<file path="src/include/spi_adc_cfg.svh">
// constants for the serial register port of the sensor die
`ifndef SPI_ADC_CFG_SVH
`define SPI_ADC_CFG_SVH

// header byte layout
`define HDR_RW_BIT 7
`define HDR_ADDR_MSB 4
`define HDR_ADDR_LSB 0
`define CMD_WRITE 1'h0
`define CMD_READ 1'h1

// byte framing
`define BYTE_BITS 8
`define BIT_CNT_LAST 3'h7

// result registers
`define ADDR_CURRENT_HIGH 5'h00
`define ADDR_CURRENT_LOW 5'h01
`define ADDR_VOLTAGE_HIGH 5'h02
`define ADDR_VOLTAGE_LOW 5'h03
`define RESULT_REG_COUNT 4
`define RESULT_RESET 8'h00
`define UNMAPPED_READ 8'h00

// index of each pin inside the synchroniser vector
`define PIN_SDI 0
`define PIN_SEL_N 1
`define PIN_SCLK 2
`define PIN_COUNT 3

`endif

</file>
<file path="src/include/spi_adc_pkg.sv">
// types for the serial register port of the sensor die
package spi_adc_pkg;

    // first byte of every frame, most significant bit first
    typedef struct packed {
        logic read_write_flag;
        logic [1:0] reserved;
        logic [4:0] register_address_field;
    } header_type;

    typedef enum logic [1:0] {
        IDLE_ST = 2'b00,
        HEADER_ST = 2'b01,
        DATA_ST = 2'b10
    } frame_state_type;

    // one conversion result and its load strobe
    typedef struct packed {
        logic [15:0] value;
        logic valid;
    } result_type;

endpackage

</file>
<file path="src/verilog/spi_adc_regs.sv">
// serial register port giving the master access to the adc result bytes
`timescale 1ns/1ns
`include "spi_adc_cfg.svh"
//
// What this block does
// - first byte: command, two reserved, 5-bit address
// - rest of frame is whole data bytes
// - command 0 takes data bytes but stores none
// - command 1 returns register at start address
// - address advances per further byte, both directions
// - write bits driven on transfer edge, sampled next
// - read data shifted out msb first
// - read data driven by device on transfer edge
// - current result bytes at 00 and 01
// - voltage result bytes at 02 and 03
// - sclk level at select fall picks edges
module spi_adc_regs (
    // clock and reset
    input wire logic CLK,
    input wire logic RESET_N,
    // serial link pins
    input wire logic SCLK,
    input wire logic SENSOR_DIE_SELECT_N,
    input wire logic SDI,
    output logic SDO,
    output logic SDO_OE,
    // conversion results from the on-die filters
    input wire spi_adc_pkg::result_type CURRENT_RESULT,
    input wire spi_adc_pkg::result_type VOLTAGE_RESULT
);

    // pin synchronisers; stage one is read only by stage two
    logic [`PIN_COUNT-1:0] pin_meta_q;
    logic [`PIN_COUNT-1:0] pin_sync_q;
    logic [`PIN_COUNT-1:0] pin_prev_q;
    logic [`PIN_COUNT-1:0] pin_raw;

    assign pin_raw = {SCLK, SENSOR_DIE_SELECT_N, SDI};

    always_ff @(posedge CLK or negedge RESET_N) begin
        if (!RESET_N) begin
            pin_meta_q <= 3'h6;
            pin_sync_q <= 3'h6;
            pin_prev_q <= 3'h6;
        end else begin
            pin_meta_q <= pin_raw;
            pin_sync_q <= pin_meta_q;
            pin_prev_q <= pin_sync_q;
        end
    end

    logic sclk_level;
    logic sdi_level;
    logic selected;
    logic select_fall;
    logic sclk_rise;
    logic sclk_fall;

    assign sclk_level = pin_sync_q[`PIN_SCLK];
    assign sdi_level = pin_sync_q[`PIN_SDI];
    assign selected = ~pin_sync_q[`PIN_SEL_N];
    assign select_fall = pin_prev_q[`PIN_SEL_N] & ~pin_sync_q[`PIN_SEL_N];
    assign sclk_rise = sclk_level & ~pin_prev_q[`PIN_SCLK];
    assign sclk_fall = ~sclk_level & pin_prev_q[`PIN_SCLK];

    // clock polarity, caught once per frame
    logic falling_transfer_q;

    always_ff @(posedge CLK or negedge RESET_N) begin
        if (!RESET_N) begin
            falling_transfer_q <= 1'b0;
        end else if (select_fall) begin
            falling_transfer_q <= sclk_level;
        end
    end

    // edges are not trusted in the select-fall cycle itself, polarity is not yet known there
    logic sample_edge;
    logic transfer_edge;

    assign sample_edge = selected & ~select_fall & (falling_transfer_q ? sclk_rise : sclk_fall);
    assign transfer_edge = selected & ~select_fall & (falling_transfer_q ? sclk_fall : sclk_rise);

    // result registers, loaded whole from each conversion
    logic [7:0] result_q [`RESULT_REG_COUNT];

    genvar idx;
    generate
        for (idx = 0; idx < `RESULT_REG_COUNT; idx++) begin : g_result
            // even index is the upper byte; first pair is current, second pair voltage
            spi_adc_pkg::result_type src;
            assign src = (idx < 2) ? CURRENT_RESULT : VOLTAGE_RESULT;

            always_ff @(posedge CLK or negedge RESET_N) begin
                if (!RESET_N) begin
                    result_q[idx] <= `RESULT_RESET;
                end else if (src.valid) begin
                    result_q[idx] <= (idx % 2 == 0) ? src.value[15:8] : src.value[7:0];
                end
            end
        end
    endgenerate

    function automatic logic [7:0] read_byte(input logic [4:0] addr);
        logic [7:0] val;
        val = `UNMAPPED_READ;
        unique case (addr)
            `ADDR_CURRENT_HIGH: val = result_q[0];
            `ADDR_CURRENT_LOW: val = result_q[1];
            `ADDR_VOLTAGE_HIGH: val = result_q[2];
            `ADDR_VOLTAGE_LOW: val = result_q[3];
            default: val = `UNMAPPED_READ;
        endcase
        return val;
    endfunction

    // frame sequencing
    spi_adc_pkg::frame_state_type state_q;
    logic [2:0] bit_cnt_q;
    logic [7:0] rx_q;
    logic is_read_q;
    logic [4:0] addr_q;
    logic byte_done;
    spi_adc_pkg::header_type header;

    assign byte_done = sample_edge && (bit_cnt_q == `BIT_CNT_LAST);
    assign header = spi_adc_pkg::header_type'({rx_q[6:0], sdi_level});

    always_ff @(posedge CLK or negedge RESET_N) begin
        if (!RESET_N) begin
            state_q <= spi_adc_pkg::IDLE_ST;
        end else if (!selected) begin
            state_q <= spi_adc_pkg::IDLE_ST;
        end else if (select_fall) begin
            state_q <= spi_adc_pkg::HEADER_ST;
        end else if (byte_done && state_q == spi_adc_pkg::HEADER_ST) begin
            state_q <= spi_adc_pkg::DATA_ST;
        end
    end

    // bits shift in msb first, whether header or write data
    always_ff @(posedge CLK or negedge RESET_N) begin
        if (!RESET_N) begin
            bit_cnt_q <= 3'h0;
            rx_q <= 8'h00;
        end else if (!selected || select_fall) begin
            bit_cnt_q <= 3'h0;
            rx_q <= 8'h00;
        end else if (sample_edge) begin
            bit_cnt_q <= bit_cnt_q + 3'h1;
            rx_q <= {rx_q[6:0], sdi_level};
        end
    end

    // header decode and auto increment; reserved bits are dropped here
    always_ff @(posedge CLK or negedge RESET_N) begin
        if (!RESET_N) begin
            is_read_q <= 1'b0;
            addr_q <= 5'h00;
        end else if (byte_done) begin
            unique case (state_q)
                spi_adc_pkg::HEADER_ST: begin
                    is_read_q <= (header.read_write_flag == `CMD_READ);
                    addr_q <= header.register_address_field;
                end
                spi_adc_pkg::DATA_ST: begin
                    addr_q <= addr_q + 5'h01;
                end
                default: begin
                    addr_q <= addr_q;
                end
            endcase
        end
    end

    // a completed write byte lands nowhere: every mapped register is read-only,
    // and the unmapped addresses belong to logic outside this block
    logic write_byte_done;
    assign write_byte_done = byte_done && state_q == spi_adc_pkg::DATA_ST && !is_read_q;

    // read path: next byte is fetched on the last sample edge so it is ready for the transfer edge
    logic [7:0] tx_q;
    logic [4:0] fetch_addr;

    assign fetch_addr = (state_q == spi_adc_pkg::HEADER_ST) ? header.register_address_field
                                                            : addr_q + 5'h01;

    always_ff @(posedge CLK or negedge RESET_N) begin
        if (!RESET_N) begin
            tx_q <= 8'h00;
        end else if (!selected) begin
            tx_q <= 8'h00;
        end else if (byte_done && !write_byte_done) begin
            tx_q <= read_byte(fetch_addr);
        end else if (transfer_edge && state_q == spi_adc_pkg::DATA_ST && is_read_q) begin
            tx_q <= {tx_q[6:0], 1'b0};
        end
    end

    // the pin only turns on at the first data transfer edge of a read
    always_ff @(posedge CLK or negedge RESET_N) begin
        if (!RESET_N) begin
            SDO <= 1'b0;
            SDO_OE <= 1'b0;
        end else if (!selected || state_q != spi_adc_pkg::DATA_ST || !is_read_q) begin
            SDO <= 1'b0;
            SDO_OE <= 1'b0;
        end else if (transfer_edge) begin
            SDO <= tx_q[7];
            SDO_OE <= 1'b1;
        end
    end

endmodule // spi_adc_regs

</file>
<file path="config.mk">
export PLATFORM = sky130hd
export DESIGN_NAME = spi_adc_regs
export DESIGN_NICKNAME = d
export VERILOG_FILES = /design/src/include/spi_adc_pkg.sv /design/src/verilog/spi_adc_regs.sv
export VERILOG_INCLUDE_DIRS = /design/src /design/src/include
export SDC_FILE = /design/constraint.sdc
export NUM_CORES = 1
export LEC_CHECK = 0
export BUFFER_PORTS_ARGS = -buffer_cell sky130_fd_sc_hd__buf_2
export CORE_MARGIN = 2
export CORE_UTILIZATION = 35
export CTS_CLUSTER_DIAMETER = 120
export DETAILED_ROUTE_END_ITERATION = 8
export MAX_ROUTING_LAYER = met4
export SYNTH_ARGS = -nofsm -noshare
export SYNTH_HDL_FRONTEND = slang
export SYNTH_SLANG_ARGS = --single-unit
</file>
<file path="constraint.sdc">
create_clock -name CLK -period 5.1 [get_ports CLK]
set_input_delay 0 -clock CLK [delete_from_list [all_inputs] [get_ports CLK]]
set_output_delay 0 -clock CLK [all_outputs]
set_load 0.02 [all_outputs]
</file>
# Yosys cells after proc, flatten, opt, wreduce, memory -nomap -nowiden
# Index checks and enable logic that the tools add are counted.
[word_totals]
wordCells = 74
output_inout_bits = 2
inputBits = 39
register_bits = 70
[op_classes]
add_sub_neg = 2
eq_ne = 7
mux = 19
n_reduce_logical = 20
bitwise = 10
[op_table]
columns = ["operator", "n"]
rows = [
  ["8-bit one-hot mux with 4 select lines", 1],
  ["8-bit two-way mux", 3],
  ["7-bit two-way mux", 2],
  ["5-bit by 2-bit equality test with 1-bit output (second input constant)", 2],
  ["5-bit one-hot mux with 2 select lines", 1],
  ["1-bit logical AND", 7],
  ["1-bit AND", 6],
  ["1-bit two-way mux", 6],
  ["2-bit two-way mux", 3],
  ["3-bit two-way mux", 2],
  ["2-bit nonzero test", 3],
  ["3-bit nonzero test", 2],
  ["5-bit by 1-bit adder with 5-bit output (second input constant)", 1],
  ["5-bit by 1-bit equality test with 1-bit output (second input constant)", 1],
  ["5-bit logical NOT", 1],
  ["5-bit two-way mux", 1],
  ["1-bit inverter", 4],
  ["2-bit AND reduction", 2],
  ["3-bit by 1-bit adder with 3-bit output (second input constant)", 1],
  ["3-bit equality test (second input constant)", 1],
  ["1-bit logical OR", 3],
  ["2-bit by 1-bit equality test with 1-bit output (second input constant)", 1],
  ["2-bit equality test (second input constant)", 1],
  ["1-bit logical NOT", 2],
  ["2-bit != test (second input constant)", 1],
]

# Depth between registers and ports, before layout
[logic_depth]
word_depth = 12
mapped_depth = 9
depth_no_buf = 7

# Worst setup path after synthesis
# Ideal clock, no wire load.
[synth_timing]
kind = "register to register"
startpoint = "register addr_q[0]"
endpoint = "register tx_q[1]"
stages_incl_launch_ff = 6
synth_period_minus_slack_ns = 2.045
n_path_buf = 1
required_time_ns = 4.980
arrival_time_ns = 1.925
path_slack_ns = 3.055
setup_time_ns = 0.120
path_cell_list = "dfrtp_1 -> ha_1 -> mux2i_1 -> buf_2 -> mux4_2 -> a31o_2"
[synth_via]
elab_chain_cells = 6
elab_cells_between_ends = 9
classes_between = "1 x add/sub; 3 x eq/ne; 4 x mux; 1 x reduce/logical"
[synth_rtl]
columns = ["item", "line", "source"]
rows = [
  ["start: declaration", "spi_adc_regs.sv:122", "logic [4:0] addr_q;"],
  ["start signal: assignment", "spi_adc_regs.sv:164", "addr_q <= header.register_address_field;"],
  ["start signal: assignment", "spi_adc_regs.sv:167", "addr_q <= addr_q + 5'h01;"],
  ["start signal: assignment", "spi_adc_regs.sv:170", "addr_q <= addr_q;"],
  ["5-bit by 1-bit adder with 5-bit output *", "spi_adc_regs.sv:186", ": addr_q + 5'h01;"],
  ["5-bit two-way mux *", "spi_adc_regs.sv:185", "assign fetch_addr = (state_q == spi_adc_pkg::HEADER_ST) ? header.register_address_field"],
  ["5-bit by 2-bit equality test with 1-bit output, or another cell as far along", "spi_adc_regs.sv:107", "unique case (addr)"],
  ["8-bit one-hot mux with 4 select lines *", "spi_adc_regs.sv:107", ""],
  ["8-bit two-way mux *", "spi_adc_regs.sv:193", "end else if (byte_done && !write_byte_done) begin"],
  ["8-bit two-way mux *", "spi_adc_regs.sv:191", "end else if (!selected) begin"],
  ["end signal: assignment", "spi_adc_regs.sv:194", "tx_q <= read_byte(fetch_addr);"],
  ["end signal: assignment", "spi_adc_regs.sv:196", "tx_q <= {tx_q[6:0], 1'b0};"],
  ["end: declaration", "spi_adc_regs.sv:182", "logic [7:0] tx_q;"],
]
# Every way passes the cells marked *; elsewhere a longest branch is shown, timed or not.
# A chain may end at the register's enable or synchronous reset.

# Final worst setup path
[layout_timing]
startpoint = "register state_q[1]"
endpoint = "register tx_q[2]"
[layout_via]
elab_chain_cells = 7
elab_cells_between_ends = 17
classes_between = "5 x eq/ne; 4 x mux; 8 x reduce/logical"
[layout_rtl]
columns = ["item", "line", "source"]
rows = [
  ["start: declaration", "spi_adc_regs.sv:118", "spi_adc_pkg::frame_state_type state_q;"],
  ["start signal: assignment", "spi_adc_regs.sv:131", "state_q <= spi_adc_pkg::IDLE_ST;"],
  ["start signal: assignment", "spi_adc_regs.sv:133", "state_q <= spi_adc_pkg::IDLE_ST;"],
  ["start signal: assignment", "spi_adc_regs.sv:135", "state_q <= spi_adc_pkg::HEADER_ST;"],
  ["branches (longest 7 deep; another with 8-bit one-hot mux with 4 select lines)", "--", ""],
]
# Parallel ways; which one is timed is not known.

==> results.yml <==
worst_setup_path:
  slowest_stage: "mux2i_1"
  cp_cell_sequence: "inv_1 > ha_1 > mux2i_1 > mux4_2 > a31o_2"
  crit_arrival_ps: 3030
  critical_path_peak_fanout: 11
  slowest_delay_ps: 970
  crit_buf_inv: 1
  crit-reg2reg-launch: "state_q[1]"
  crit_type: "flop to flop"
  end_kind: "flop"
  start_kind: "flop"
  crit_required_ps: 5350
  cp-startpoint: "state_q[1]"
  cp_top_family: "multiplexers"
  rrSetupSlack_ps: 2310
global_routing:
  grt_pass1_wl_um: 11100
  grt_max_degree: 70
  grt_use_total_pct: 15.0
  grt-ovfl-total: 0
  grt_pass1_vias: 2272
  antenna_found_initial: 0
logic_synthesis:
  ys.flop_type: "dfrtp_1"
  synth_cell_types: 47
  yosysWarnings: 0
  synth_edf_count: 0
  synth_top_cell_by_area: "dfrtp_1"
  syn-num-nets: 297
  synth_area_mm2: 0.00317
  syn_inst: 253
  synth.area.top_cells: "dfrtp_1 (50%), mux2_2 (13%), dfstp_2 (5.0%)"
  netlist.area_leader.share_pct: 49.8
  ys_top_cells_by_count: "dfrtp_1 (63), mux2_2 (36), nor2_1 (19)"
  ys_seq_area_share_pct: 54.7
  synth_most_common_cell: "dfrtp_1"
  ys_ff_latch: 69
  async_flop_share_pct: 100
  avgSynthCellArea_um2: 12.5
placed_design:
  numPortBuffers: 40
  hpwlAfterDp_um: 4410
  gp_congestion: 0.766
clock_tree:
  clk_latency_ps: 360
  clockBufferDepth: 2
  root_buffer: "clkbuf_8"
  cts_setup_buffers: 0
  numCtsBuffers: 9
  cts-resized-gates: 0
  cts_tree: "built"
  path_clk_slew_ps: 80
  cts_max_level: 3
  cts_sinks: 69
floorplan:
  start_util_pct: 36.2
  die_y_um: 99.1
  core-area_mm2: 0.00876
  row_count: 34
  fp.dieArea_mm2: 0.00983
  die_x_um: 99.1
  ios: 41
route:
  wl_per_cell_um: 15.1
  dr.pass1.iters: 4
  drc_errors: 0
  num_vias: 2251
  avgViaCountPerCell: 5.07
  drt_wl_total_um: 6710
  drt_iter0_drc: 106
  ant_nets: 0
timing:
  rsz0062_at_grt: "false"
  drv_slew: 0
  tightest_slew_ps: 1130
  fin_worst_skew_ps: 6.62
  fin_tns_setup_ps: 0
  setup_violations: 0
  holdWs_ps: 166
  timing.slew.headroom_pct: 22.6
  period_needed_ps: 2790
  post-route-period-util_pct: 54.6
  fmax_ghz: 0.359
  hold_viol_final: 0
final_layout:
  diodes: 0
  num-fill-cells: 822
  area_growth_pct: 26.6
  drive_gt1_share_pct: 34.8
  nets: 375
min_path:
  worstHoldPathType: "primary input to flop"
  hp-start: "VOLTAGE_RESULT[0]"
power:
  peakVddDrop_v: 0.000158
  p_leak_uw: 0.00171
  combPwrFrac_pct: 11.4
  power_density_mw_per_mm2: 286
  switching_share_pct: 26.9
  pwr-share-seq_pct: 52.5
  power_switching_uw: 308
  p_int_uw: 839
  pwr-share-clk_pct: 36.1
run_status:
  status: "finished clean"
flow_run:
  drv_cap: 0
cell families after synthesis:
logic type / synth area share [%]
xor gates and xnor gates: 0.277
DFF: 54.7
buffers and inverters: 2.65
adders and majority gates: 1.97
and+or+nand+nor: 9.36
muxes: 18.8
AOI/OAI and AO/OA: 12.2
power groups by stage:
| stage | logic (uW) | registers (uW) | clock network [uW] |
|---|---|---|---|
| after detailed placement | 111 | 613 | 0 |
| after CTS | 132 | 603 | 428 |
| after floorplan | 73.6 | 603 | 0 |
| final | 131 | 602 | 414 |
| after global routing | 144 | 606 | 453 |
| after global placement | 107 | 612 | 0 |
cell usage in the layout (no fill, tap or decap), drive strengths merged, types with 6 or more instances in the layout:
cell type and instances:
dfrtp 63, buf 43, mux2 36, dlygate4sd3 36, nor2 19, a21oi 14, o21ai 11, mux2i 10
inv 10, nand2 9, clkbuf 9, dfstp 6
layer usage:
metal  part of all wire (%)  GRT usage, %  wire length (um)
met5                      0             -                 0
met4                    2.1          6.64               144
met3                    2.9          3.94               193
met2                     50          23.4              3370
met1                     45          18.4              3000
final cells by class:
class / count / area, um^2 / area share [%]
well taps: 108 / 135 / 3.37
multi-input cells: 165 / 1350 / 33.7
repair buffers: 79 / 583 / 14.5
clock buffers: 9 / 124 / 3.09
clock inverters: 7 / 57.6 / 1.44
inverters: 7 / 26.3 / 0.655
flip-flops and latches: 69 / 1730 / 43.2
worst paths after layout:
check                                end  cells past startpoint
min                          result_q[7]                      2
max reg2reg                      tx_q[2]                      5
min in group asynchronous  pin_meta_q[0]                      3
max in group asynchronous   result_q[12]                      3
min reg2reg                pin_sync_q[0]                      0
max                              tx_q[2]                      5
flip-flops by register name (all words and copies together), names as in the netlist:
signal / count
rx_q: 7
pin_prev_q: 2
bit_cnt_q: 3
result_q: 32
SDO_OE: 1
tx_q: 8
addr_q: 5
falling_transfer_q: 1
state_q: 2
pin_meta_q: 3
is_read_q: 1
pin_sync_q: 3
SDO: 1
per-stage QoR:
| step | util (%) | instances | worst slack, ps | total power, uW | instance area (um^2) |
|---|---|---|---|---|---|
| after floorplan | - | 253 | 3060 | 677 | 3170 |
| after global placement | 39.6 | 392 | 2380 | 719 | 3470 |
| after detailed placement | 39.6 | 392 | 2290 | 724 | 3470 |
| after CTS | 45.8 | 444 | 2300 | 1160 | 4010 |
| after global routing | 45.8 | 444 | 2090 | 1200 | 4010 |
| final | 45.8 | 444 | 2310 | 1150 | 4010 |
repair_timing:
| item | in CTS | in global routing |
|---|---|---|
| hold buffers | 36 | 0 |
| endpoints found under the setup margin | 0 | 0 |
| endpoints found under the hold margin | 98 | 0 |
No activity file was read; power rests on OpenSTA's default activity.
